## src/verilog/wdt_defs.svh

```systemverilog
// wdt_defs.svh: register offsets, field positions, reset values and timing counts of the watchdog
`ifndef WDT_DEFS_SVH
`define WDT_DEFS_SVH

// ************************************************************
// register map (byte addresses on the peripheral bus)
// ************************************************************
`define WDT_ADDR_W 8
`define WDT_OFS_MODE 8'h00
`define WDT_OFS_RELOAD 8'h04
`define WDT_OFS_FEED 8'h08
`define WDT_OFS_READBACK 8'h0C
`define WDT_OFS_INT_STATUS 8'h10
`define WDT_OFS_INT_MASK 8'h14

// ************************************************************
// fields of the operating-mode register
// ************************************************************
`define WDT_MODE_EN 0
`define WDT_MODE_RST 1
`define WDT_MODE_TOF 2
`define WDT_MODE_INTF 3
`define WDT_MODE_W 4
`define WDT_MODE_RESET 4'h0

// ************************************************************
// interrupt status and mask fields
// ************************************************************
`define WDT_INT_UNDERFLOW 0
`define WDT_INT_FEED_FAULT 1
`define WDT_INT_W 2

// ************************************************************
// counter, feed codes and timing
// ************************************************************
`define WDT_CNT_W 24
`define WDT_RELOAD_RESET 24'hFFFFFF
`define WDT_MIN_LOAD 24'h0000FF
`define WDT_FEED_FIRST 8'hAA
`define WDT_FEED_SECOND 8'h55
`define WDT_PRESCALE_LAST 2'h3
`define WDT_XFER_TICKS 2'h3

`endif

```

## src/verilog/wdt_pkg.sv

```systemverilog
// wdt_pkg.sv: types and shared functions of the watchdog
`include "wdt_defs.svh"

package wdt_pkg;

  // watchdog state, gray coded along idle -> armed -> run -> fire
  typedef enum logic [1:0]
  {
    WDT_IDLE = 2'b00,
    WDT_ARMED = 2'b01,
    WDT_RUN = 2'b11,
    WDT_FIRE = 2'b10
  } wdt_state_t;

  // address match against one register offset
  function automatic logic wdt_hit(input logic [`WDT_ADDR_W-1:0] addr, input logic [`WDT_ADDR_W-1:0] ofs);
    wdt_hit = (addr == ofs);
  endfunction : wdt_hit

  // counter start value, never below the floor
  function automatic logic [`WDT_CNT_W-1:0] wdt_load(input logic [`WDT_CNT_W-1:0] rel);
    wdt_load = (rel < `WDT_MIN_LOAD) ? `WDT_MIN_LOAD : rel;
  endfunction : wdt_load

endpackage : wdt_pkg
```

## src/verilog/wdt_bus_if.sv

```systemverilog
// wdt_bus_if.sv: internal register access channel between bus slave and watchdog core
`timescale 1ns/10ps
`default_nettype none
`include "wdt_defs.svh"

interface wdt_bus_if;
  logic wr;
  logic [`WDT_ADDR_W-1:0] addr;
  logic [31:0] wdata;
  logic [31:0] rdata;
  logic hit;

  modport slave (output wr, output addr, output wdata, input rdata, input hit);
  modport core (input wr, input addr, input wdata, output rdata, output hit);
endinterface : wdt_bus_if

`default_nettype wire

```

## src/verilog/wdt_apb_slave.sv

```systemverilog
// wdt_apb_slave.sv: apb slave front end of the watchdog registers
`timescale 1ns/10ps
`default_nettype none
`include "wdt_defs.svh"

module wdt_apb_slave
(
  input wire logic core_clk,
  input wire logic reset,
  input wire logic psel,
  input wire logic penable,
  input wire logic pwrite,
  input wire logic [31:0] paddr,
  input wire logic [31:0] pwdata,
  output logic [31:0] prdata,
  output logic pready,
  output logic pslverr,
  wdt_bus_if.slave bus
);

  logic pready_r;
  logic pslverr_r;
  logic [31:0] prdata_r;
  wire access = psel & penable;
  wire answer_nxt = access & ~pready_r;

  // ************************************************************
  // access decode: write lands on the edge that samples pready
  // ************************************************************
  assign bus.addr = paddr[`WDT_ADDR_W-1:0];
  assign bus.wdata = pwdata;
  assign bus.wr = access & pready_r & pwrite & bus.hit;
  assign prdata = prdata_r;
  assign pready = pready_r;
  assign pslverr = pslverr_r;

  // one wait state: pready rises in the second access cycle
  always_ff @(posedge core_clk)
  begin
    if (reset)
    begin
      pready_r <= 1'b0;
      pslverr_r <= 1'b0;
      prdata_r <= 32'h00000000;
    end
    else
    begin
      pready_r <= answer_nxt;
      pslverr_r <= answer_nxt & ~bus.hit;
      prdata_r <= (answer_nxt & ~pwrite) ? bus.rdata : 32'h00000000;
    end
  end
endmodule : wdt_apb_slave

`default_nettype wire

```

## src/verilog/wdt_core.sv

```systemverilog
// wdt_core.sv: watchdog top with prescaler, down-counter, feed checker and registers
//
// Our own choices: the APB interface to the registers and the register addresses.
`timescale 1ns/10ps
`default_nettype none
`include "wdt_defs.svh"

module wdt_core
(
  input wire logic core_clk,
  input wire logic reset,
  input wire logic por,
  input wire logic count_clock,
  input wire logic psel,
  input wire logic penable,
  input wire logic pwrite,
  input wire logic [31:0] paddr,
  input wire logic [31:0] pwdata,
  output logic [31:0] prdata,
  output logic pready,
  output logic pslverr,
  output logic sys_reset,
  output logic irq
);

  wdt_bus_if bus ();

  wdt_apb_slave u_apb
  (
    .core_clk (core_clk),
    .reset (reset),
    .psel (psel),
    .penable (penable),
    .pwrite (pwrite),
    .paddr (paddr),
    .pwdata (pwdata),
    .prdata (prdata),
    .pready (pready),
    .pslverr (pslverr),
    .bus (bus)
  );

  // ************************************************************
  // state
  // ************************************************************
  wdt_pkg::wdt_state_t state_r;
  wdt_pkg::wdt_state_t state_nxt;
  logic cs1_r;
  logic cs2_r;
  logic cs3_r;
  logic clk_lvl_r;
  logic [1:0] pre_r;
  logic [`WDT_CNT_W-1:0] cnt_r;
  logic [`WDT_CNT_W-1:0] reload_r;
  logic [`WDT_CNT_W-1:0] reload_cd_r;
  logic rst_mode_r;
  logic rst_mode_cd_r;
  logic en_r;
  logic tof_r;
  logic aa_seen_r;
  logic fault_r;
  logic [1:0] xfer_r;
  logic [`WDT_CNT_W-1:0] snap_r;
  logic [`WDT_CNT_W-1:0] readback_r;
  logic [`WDT_INT_W-1:0] int_status_r;
  logic [`WDT_INT_W-1:0] int_mask_r;
  logic irq_r;
  logic sys_reset_r;
  // ************************************************************
  // register decode
  // ************************************************************
  wire hit_mode = wdt_pkg::wdt_hit(bus.addr, `WDT_OFS_MODE);
  wire hit_reload = wdt_pkg::wdt_hit(bus.addr, `WDT_OFS_RELOAD);
  wire hit_feed = wdt_pkg::wdt_hit(bus.addr, `WDT_OFS_FEED);
  wire hit_rb = wdt_pkg::wdt_hit(bus.addr, `WDT_OFS_READBACK);
  wire hit_ists = wdt_pkg::wdt_hit(bus.addr, `WDT_OFS_INT_STATUS);
  wire hit_imask = wdt_pkg::wdt_hit(bus.addr, `WDT_OFS_INT_MASK);
  wire wr_mode = bus.wr & hit_mode;
  wire wr_reload = bus.wr & hit_reload;
  wire wr_feed = bus.wr & hit_feed;
  wire wr_ists = bus.wr & hit_ists;
  wire wr_imask = bus.wr & hit_imask;
  wire [7:0] feed_byte = bus.wdata[7:0];
  wire [`WDT_MODE_W-1:0] mode_view = {int_status_r[`WDT_INT_UNDERFLOW], tof_r, rst_mode_r, en_r};

  // read mux; unlisted bits read as zero
  assign bus.hit = hit_mode | hit_reload | hit_feed | hit_rb | hit_ists | hit_imask;
  assign bus.rdata = hit_mode ? {28'h0000000, mode_view} :
                     hit_reload ? {8'h00, reload_r} :
                     hit_rb ? {8'h00, readback_r} :
                     hit_ists ? {30'h0, int_status_r} :
                     hit_imask ? {30'h0, int_mask_r} : 32'h00000000;
  // ************************************************************
  // count clock: three stages, a rising change counts when stages two and three agree
  // ************************************************************
  wire clk_stable = (cs2_r == cs3_r);
  wire tick = clk_stable & cs3_r & ~clk_lvl_r;

  // first stage feeds the second only, keeping metastability contained
  always_ff @(posedge core_clk)
  begin
    if (reset)
    begin
      cs1_r <= 1'b0;
      cs2_r <= 1'b0;
      cs3_r <= 1'b0;
      clk_lvl_r <= 1'b0;
    end
    else
    begin
      cs1_r <= count_clock;
      cs2_r <= cs1_r;
      cs3_r <= cs2_r;
      clk_lvl_r <= clk_stable ? cs3_r : clk_lvl_r;
    end
  end
  // ************************************************************
  // feed checker
  // ************************************************************
  wire valid_feed = wr_feed & (feed_byte == `WDT_FEED_SECOND) & aa_seen_r;
  wire feed_first = wr_feed & (feed_byte == `WDT_FEED_FIRST);
  // a stray byte, or another register written mid-pair, breaks the pair
  wire bad_feed = en_r & ((wr_feed & ~feed_first & ~valid_feed) | (aa_seen_r & bus.wr & ~hit_feed));

  // half-pair memory; only the full pair counts
  always_ff @(posedge core_clk)
  begin
    if (reset)
      aa_seen_r <= 1'b0;
    else
      aa_seen_r <= feed_first | (aa_seen_r & ~bus.wr);
  end
  // ************************************************************
  // state machine
  // ************************************************************
  wire running = (state_r == wdt_pkg::WDT_RUN);
  wire dec = running & tick & (pre_r == `WDT_PRESCALE_LAST);
  wire underflow = dec & (cnt_r == `WDT_CNT_W'(0));

  always_comb
  begin
    state_nxt = state_r;
    unique case (state_r)
      wdt_pkg::WDT_IDLE: if (en_r) state_nxt = wdt_pkg::WDT_ARMED;
      wdt_pkg::WDT_ARMED:
      begin
        if (bad_feed) state_nxt = wdt_pkg::WDT_FIRE;
        else if (valid_feed) state_nxt = wdt_pkg::WDT_RUN;
      end
      wdt_pkg::WDT_RUN: if (bad_feed | underflow) state_nxt = wdt_pkg::WDT_FIRE;
      wdt_pkg::WDT_FIRE: state_nxt = wdt_pkg::WDT_IDLE;
    endcase
  end

  // one cycle in fire, then back to idle with enable dropped
  always_ff @(posedge core_clk)
  begin
    if (reset)
    begin
      state_r <= wdt_pkg::WDT_IDLE;
      fault_r <= 1'b0;
    end
    else
    begin
      state_r <= state_nxt;
      fault_r <= bad_feed;
    end
  end
  // ************************************************************
  // prescaler and down-counter
  // ************************************************************
  always_ff @(posedge core_clk)
  begin
    if (reset)
    begin
      pre_r <= 2'h0;
      cnt_r <= `WDT_RELOAD_RESET;
    end
    else if (valid_feed & en_r)
    begin
      pre_r <= 2'h0;
      cnt_r <= wdt_pkg::wdt_load(reload_cd_r);
    end
    else
    begin
      pre_r <= (running & tick) ? pre_r + 2'h1 : pre_r;
      cnt_r <= dec ? cnt_r - `WDT_CNT_W'(1) : cnt_r;
    end
  end
  // ************************************************************
  // software registers
  // ************************************************************
  wire fire = (state_r == wdt_pkg::WDT_FIRE);

  // enable is set-only for software; only fire or reset drops it
  always_ff @(posedge core_clk)
  begin
    if (reset)
    begin
      en_r <= `WDT_MODE_RESET == 4'h0 ? 1'b0 : 1'b1;
      rst_mode_r <= 1'b0;
      reload_r <= `WDT_RELOAD_RESET;
      int_mask_r <= 2'h0;
    end
    else
    begin
      en_r <= ~fire & (en_r | (wr_mode & bus.wdata[`WDT_MODE_EN]));
      rst_mode_r <= wr_mode ? bus.wdata[`WDT_MODE_RST] : rst_mode_r;
      reload_r <= wr_reload ? bus.wdata[`WDT_CNT_W-1:0] : reload_r;
      int_mask_r <= wr_imask ? bus.wdata[`WDT_INT_W-1:0] : int_mask_r;
    end
  end

  // timeout flag: power-on or a mode write with its bit at zero clears it, so it outlives the reset it caused
  always_ff @(posedge core_clk)
  begin
    if (por)
      tof_r <= 1'b0;
    else
      tof_r <= fire | (tof_r & ~(wr_mode & ~bus.wdata[`WDT_MODE_TOF]));
  end
  // ************************************************************
  // mode and reload reach the counting side three ticks later
  // ************************************************************
  always_ff @(posedge core_clk)
  begin
    if (reset)
    begin
      xfer_r <= 2'h0;
      rst_mode_cd_r <= 1'b0;
      reload_cd_r <= `WDT_RELOAD_RESET;
    end
    else
    begin
      if (wr_mode | wr_reload)
        xfer_r <= `WDT_XFER_TICKS;
      else if (tick & (xfer_r != 2'h0))
        xfer_r <= xfer_r - 2'h1;
      if (tick & (xfer_r == 2'h1))
      begin
        rst_mode_cd_r <= rst_mode_r;
        reload_cd_r <= reload_r;
      end
    end
  end
  // ************************************************************
  // readback: lock on a tick, then hand over to the bus side
  // ************************************************************
  always_ff @(posedge core_clk)
  begin
    if (reset)
    begin
      snap_r <= `WDT_RELOAD_RESET;
      readback_r <= `WDT_RELOAD_RESET;
    end
    else
    begin
      snap_r <= tick ? cnt_r : snap_r;
      readback_r <= snap_r;
    end
  end
  // ************************************************************
  // events, interrupt and chip reset
  // ************************************************************
  wire ev_under = fire & ~fault_r & ~rst_mode_cd_r;
  wire [`WDT_INT_W-1:0] ev = {bad_feed, ev_under};

  // sticky status, write one to clear; a new event beats the clear
  always_ff @(posedge core_clk)
  begin
    if (reset)
    begin
      int_status_r <= 2'h0;
      irq_r <= 1'b0;
      sys_reset_r <= 1'b0;
    end
    else
    begin
      int_status_r <= ev | (int_status_r & ~(wr_ists ? bus.wdata[`WDT_INT_W-1:0] : 2'h0));
      irq_r <= |(int_status_r & int_mask_r);
      sys_reset_r <= fire & rst_mode_cd_r;
    end
  end
  assign irq = irq_r;
  assign sys_reset = sys_reset_r;
endmodule : wdt_core

`default_nettype wire

```

## config.mk

```make
export PLATFORM = sky130hd
export DESIGN_NAME = wdt_core
export DESIGN_NICKNAME = d
export VERILOG_FILES = /design/src/verilog/wdt_pkg.sv /design/src/verilog/wdt_bus_if.sv /design/src/verilog/wdt_apb_slave.sv /design/src/verilog/wdt_core.sv
export VERILOG_INCLUDE_DIRS = /design/src /design/src/verilog
export SDC_FILE = /design/constraint.sdc
export NUM_CORES = 1
export LEC_CHECK = 0
export BUFFER_PORTS_ARGS = -buffer_cell sky130_fd_sc_hd__buf_2
export CELL_PAD_IN_SITES_DETAIL_PLACEMENT = 1
export CELL_PAD_IN_SITES_GLOBAL_PLACEMENT = 2
export CORE_MARGIN = 2
export CORE_UTILIZATION = 37
export DETAILED_ROUTE_END_ITERATION = 12
export GPL_ROUTABILITY_DRIVEN = 1
export PLACE_DENSITY_LB_ADDON = 0.3
export SYNTH_ARGS = -nofsm -noshare
export SYNTH_HDL_FRONTEND = slang
export SYNTH_SLANG_ARGS = --single-unit
```

## constraint.sdc

```tcl
create_clock -name core_clk -period 3.3 [get_ports core_clk]
set_input_delay 0.495 -clock core_clk [delete_from_list [all_inputs] [get_ports core_clk]]
set_output_delay 0.495 -clock core_clk [all_outputs]
set_load 0.01 [all_outputs]
```

==> flow_metrics.env, run 1 <==
export IMPL_synth_distinct_cells=60
export IMPL_synth_edf_count=0
export IMPL_drive_above_1_share_pct=19.6
export IMPL_synth_area_leaders="dfxtp_1, mux2i_1, nand2_1, nand3_1, nor2_1"
export IMPL_clock_latency_ns=0.43
export IMPL_crit_buf_inv=1
export IMPL_clockBufferDepth=2
export IMPL_drc_errors=0
export IMPL_cts_hold_buf=0
export IMPL_final_area_mm2=0.00786
export IMPL_synth_ff_latch_count=168
export IMPL_met2_length_mm=8.29
export IMPL_drt_total_wl_mm=18.8
export IMPL_numCtsBuffers=17
export IMPL_antenna_found_initial=0
export IMPL_fin_nets=875
export IMPL_grt_setup_unrepaired="false"
export IMPL_wl_per_cell_um=18.1
export IMPL_switching_share_pct=23.5
export IMPL_syn2layout_area_growth_pct=16.2
export IMPL_p_sw_mw=0.989
export IMPL_crit_family="simple AND/OR/NAND/NOR gates"
export IMPL_ys_warn_count=0
export IMPL_maxSlewHeadroom_pct=34.6
export IMPL_skew_ns=0.00981
export IMPL_leakagePower_nw=3.17
export IMPL_p_comb_share_pct=2.6
export IMPL_num_vias=5509
export IMPL_ctsHtreeMaxLevel=4
export IMPL_cp_required_ns=3.62
export IMPL_grtUsageTotal_pct=20.0
export IMPL_yosysSeqAreaShare_pct=49.8
export IMPL_max_stage_delay_ns=0.52
export IMPL_viasPerCell=5.29
export IMPL_syn_inst=751
export IMPL_first_pass_iters=5
export IMPL_clock_fmax_ghz=0.399
export IMPL_finalCritPeriodShare_pct=76.0
export IMPL_placed_area_mm2=0.00725
export IMPL_grt_max_degree=53
export IMPL_grt_pass1_vias=5622
export IMPL_critical_path_cell_chain="ha_1 > and4b_1 > nand3_1 > buf_4 > or4_1 > a211oi_1 > o21ai_1"
export IMPL_status="finished, final reports clean"
export IMPL_row_count=49
export IMPL_fin_tns_setup_ns=0
export IMPL_path_class="flip-flop to flip-flop"
export IMPL_grt_overflow=0
export IMPL_clkPwrFrac_pct=49.1
export IMPL_ios=107
export IMPL_clkSinkCount=168
export IMPL_num_antenna_cells=0
export IMPL_synth_top_cell_by_area="dfxtp_1"
export IMPL_root_buffer="clkbuf_16"
export IMPL_synth_top_area_share_pct=49.8
export IMPL_routabilityCongestion=0.822
export IMPL_cp_start_kind="flip-flop"
export IMPL_crit_fanout=11
export IMPL_power_density_mw_per_mm2=536
export IMPL_maxCapViolCount=0
export IMPL_drtAntennaViolNets=0
export IMPL_start_util_pct=37.6
export IMPL_cts_resized_gates=0
export IMPL_postSynth_asyncResetShare_pct=0
export IMPL_clk_pin_slew_ns=0.07
export IMPL_top_layer="met4"
export IMPL_grt_pass1_wl_mm=31.0
export IMPL_p_int_mw=3.22
export IMPL_core_mm2=0.0180
export IMPL_finalHoldViolations=0
export IMPL_post_route_util_pct=43.7
export IMPL_worstSetupEndpointType="flip-flop"
export IMPL_die_w_um=139
export IMPL_dr_first_iter_drc_count=303
export IMPL_seq_power_share_pct=48.2
export IMPL_die_h_um=139
export IMPL_ys_flop_type="dfxtp_1"
export IMPL_worstPathArrival_ns=2.82
export IMPL_netlist_area_mm2=0.00676
export IMPL_ir_drop_mv=0.334
export IMPL_dieArea_mm2=0.0194
export IMPL_post_cts_setup_buffers=0
export IMPL_setup_viol=0
export IMPL_portBuffers=66
export IMPL_worst_pin_slew_ns=0.978
export IMPL_cts_tree="built"
export IMPL_finalCriticalPeriod_ns=2.51
export IMPL_cpMaxStageDelayCell="or4_1"
export IMPL_syn_avg_cell_area_um2=9.00
export IMPL_m1WireLength_mm=9.46
export IMPL_slew_viol_final=0
export IMPL_wl_met3_um=792
export IMPL_min_path_type="input pin to flip-flop"
export IMPL_hpwl_mm=13.1
## power groups by stage
| stage | sequential, mW | clock (mW) | combinational [mW] |
|---|---|---|---|
| after global routing | 2.03 | 2.20 | 0.121 |
| after global placement | 2.08 | 0 | 0.108 |
| after CTS | 2.03 | 2.11 | 0.111 |
| final | 2.03 | 2.07 | 0.111 |
| after detailed placement | 2.08 | 0 | 0.111 |
| after floorplan | 2.08 | 0 | 0.0660 |
## layout make-up
type                       instances  area, µm²
multi-input combinational        524       3120
sequential                       168       3360
timing repair buffer              80        448
inverter                           8       30.0
fill                            2064      10100
tap                              229        287
clock buffer                      17        425
clock inverter                    15        179
## logic make-up (layout without fill, tap and decap cells)
logic type	Yosys count	count (layout)	share of synthesized area, %
flip-flops	168	168	49.8
AND/OR/NAND/NOR	375	375	28.2
adder cells (fa/ha/maj)	5	5	0.925
multiplexers	53	53	7.96
AO/OA/AOI/OAI	68	68	6.66
XOR/XNOR	15	15	1.94
buffers and inverters	66	120	4.53
other	1	8	0.0555
## metal layers
metal / GRT usage, % / vias up
li1: - / 2680
met1: 28.6 / 2710
met2: 30.7 / 103
met3: 3.42 / 16
met4: 6.75 / 0
met5: 0 / -
## synth_stat cells, types with 5 or more instances
cell type	count
a21oi_1	11
a31oi_1	5
buf_1	5
buf_2	5
buf_4	8
clkbuf_1	37
dfxtp_1	168
ha_1	5
inv_1	7
mux2_2	6
mux2i_1	47
nand2_1	114
nand3_1	77
nand4_1	8
nor2_1	60
nor2b_1	7
nor3_1	26
nor4_1	14
o21ai_0	7
o21ai_1	18
or2_2	25
or3_1	5
or4_1	5
xnor2_1	15
## per-stage QoR
stage | hold slack, ns | power (mW) | std cells | setup WS, ns
6_report | 0.214 | 4.21 | 1041 | 0.793
3_5_place_dp | 0.431 | 2.19 | 1009 | 0.532
4_1_cts | 0.198 | 4.26 | 1041 | 0.785
3_3_place_gp | 0.418 | 2.18 | 1009 | 0.662
5_1_grt | 0.213 | 4.35 | 1041 | 0.604
2_1_floorplan | 0.411 | 2.14 | 758 | 1.07
## registers in the layout (all words and copies together) (netlist names), 24 cells and up
signal and count:
u_apb.prdata 24, snap_r 24, reload_r 24, readback_r 24, reload_cd_r 24, cnt_r 24
## path summary, 6_finish.rpt
kind	from	end	slack (ns)	depth (start not counted)
worst max-delay path	cs3_r	cnt_r[18]	0.79	7
worst min register to register	cs1_r	cs2_r	0.44	1
worst max register to register	cs3_r	cnt_r[18]	0.79	7
worst min-delay path	por	tof_r	0.21	2
## cells in the final DEF (no fill, tap or decap), types with 17 or more instances in the layout
cell type and count:
nand3_1 77, or2_2 25, buf_2 66, mux2i_1 47
clkbuf_16 17, nand2_1 114, nor2_1 60, nor3_1 26
dfxtp_1 168, o21ai_1 18
(Power assumes the default switching activity.)
==> inputs of run 2 (changes only) <==
Settings changed: CORE_UTILIZATION 37 to 31.
Clock period 3.3 ns to 2.2 ns, I/O delays scaled along.
==> run 2 against run 1 <==
- sequential cell count stayed put
- highest routed layer unchanged
- non-clock buffer count is 30 higher
- via count is 1.7% higher
- clock-buffer cell count is 1 higher
- final cell count is 7.8% higher
- first-iteration DRC count is 18% lower
- core utilization is 5.8 points lower
- clock skew is 0.0044 ns higher
- critical path depth is 2 lower
==> flow_metrics.env, run 2 (synthesis results as in run 1) <==
export IMPL_die_h_um=152
export IMPL_fillers=2492
export IMPL_p_int_mw=4.72
export IMPL_drtAntennaViolNets=0
export IMPL_clock_latency_ns=0.43
export IMPL_fin_ws_ns=0.0733
export IMPL_grt_setup_unrepaired="true"
export IMPL_status="finished, final reports clean"
export IMPL_finalCritPeriodShare_pct=96.7
export IMPL_final_cell_mix="dfxtp_1, nand2_1, nand3_1, buf_2, nor2_1"
export IMPL_grt_overflow=0
export IMPL_clock_fmax_ghz=0.470
export IMPL_cp_start_kind="flip-flop"
export IMPL_clk_pin_slew_ns=0.07
export IMPL_syn2layout_area_growth_pct=21.5
export IMPL_path_class="flip-flop to flip-flop"
export IMPL_routabilityCongestion=0.827
export IMPL_worstPathArrival_ns=2.42
export IMPL_ir_drop_mv=0.505
export IMPL_num_antenna_cells=0
export IMPL_grtUsageTotal_pct=17.8
export IMPL_post_cts_setup_buffers=0
export IMPL_seq_power_share_pct=49.2
export IMPL_root_buffer="clkbuf_16"
export IMPL_portBuffers=66
export IMPL_power_density_mw_per_mm2=754
export IMPL_layout_commonest_cell="dfxtp_1"
export IMPL_drive_above_1_share_pct=22.7
export IMPL_num_vias=5600
export IMPL_grt_pass1_wl_mm=31.5
export IMPL_fin_nets=905
export IMPL_maxCapViolCount=0
export IMPL_p_sw_mw=1.47
export IMPL_drt_total_wl_mm=19.6
export IMPL_finalCriticalPeriod_ns=2.13
export IMPL_first_pass_iters=4
export IMPL_drc_errors=0
export IMPL_dr_first_iter_drc_count=248
export IMPL_cp_required_ns=2.50
export IMPL_viasPerCell=4.99
export IMPL_die_w_um=152
export IMPL_slew_viol_final=0
export IMPL_clockBufferDepth=2
export IMPL_clkPwrFrac_pct=48.0
export IMPL_skew_ns=0.0142
export IMPL_finalHoldViolations=0
export IMPL_p_comb_share_pct=2.8
export IMPL_worst_pin_slew_ns=0.656
export IMPL_ios=107
export IMPL_switching_share_pct=23.8
export IMPL_core_mm2=0.0216
export IMPL_cts_tree="built"
export IMPL_min_path_type="input pin to flip-flop"
export IMPL_start_util_pct=31.3
export IMPL_maxSlewHeadroom_pct=55.8
export IMPL_holdWs_ns=0.0535
export IMPL_numCtsBuffers=17
export IMPL_grt_pass1_vias=5740
export IMPL_grt_max_degree=88
export IMPL_clkSinkCount=168
export IMPL_hpwl_mm=13.8
export IMPL_post_route_util_pct=38.0
export IMPL_worstSetupEndpointType="flip-flop"
export IMPL_place_ws_ns=-0.0334
export IMPL_crit_fanout=9
export IMPL_antenna_found_initial=0
export IMPL_dieArea_mm2=0.0230
export IMPL_wl_per_cell_um=17.5
export IMPL_ctsHtreeMaxLevel=4
export IMPL_leakagePower_nw=3.31
export IMPL_row_count=54
export IMPL_setup_viol=0
run 2: path summary, 6_finish.rpt:
kind	from	end	slack [ns]	depth (start not counted)
setup / recovery	cnt_r[10]	cnt_r[18]	0.07	5
hold / removal	por	tof_r	0.05	2
setup reg to reg	cnt_r[10]	cnt_r[18]	0.07	5
hold reg to reg	snap_r[10]	readback_r[10]	0.44	1
run 2: metrics by stage:
step                      instance area, µm²  std cells  setup TNS, ns  power [mW]
after global routing                    8210       1122       -0.00270        6.41
after detailed placement                7620       1090        -0.0439        3.29
after CTS                               8190       1122              0        6.27
after global placement                  7620       1090      -0.000870        3.28
after floorplan                         6790        758              0        3.21
final                                   8210       1122              0        6.19
run 2: cell type report:
type	instances	area (µm²)	area share (%)
clock buffers	18	429	5.23
clock inverters	14	149	1.81
inverters	8	30.0	0.366
multi-input cells	524	3140	38.3
flip-flops and latches	168	3360	41.0
well taps	280	350	4.27
repair buffers	110	748	9.11
run 2: power by group through the flow:
stage               Clock, mW  Combinational [mW]  Sequential, mW
global route             3.18               0.185            3.04
detailed placement          0               0.172            3.12
global placement            0               0.168            3.12
CTS                      3.05               0.172            3.05
finish                   2.97               0.170            3.05
floorplan                   0              0.0990            3.12
run 2: worst max-delay path, stage by stage (launching register included):
cell,delay (ns)
dfxtp_1,0.31
or4_4,0.57
or2_4,0.30
or4_1,0.51
a211oi_2,0.23
o21ai_1,0.09
run 2: repair_timing:
item	4_1_cts	5_1_grt
gates resized for setup	0	3
hold endpoints to repair	0	0
endpoints found under the setup margin	0	3
hold buffers	0	0
run 2: per-layer routing:
metal	part of all wire [%]	GRT usage, %	vias to the layer above
met2	45	27.7	88
met4	1.5	6.44	0
met1	49	24.9	2749
met5	0	0	-
met3	4.0	2.54	16
li1	-	-	2747
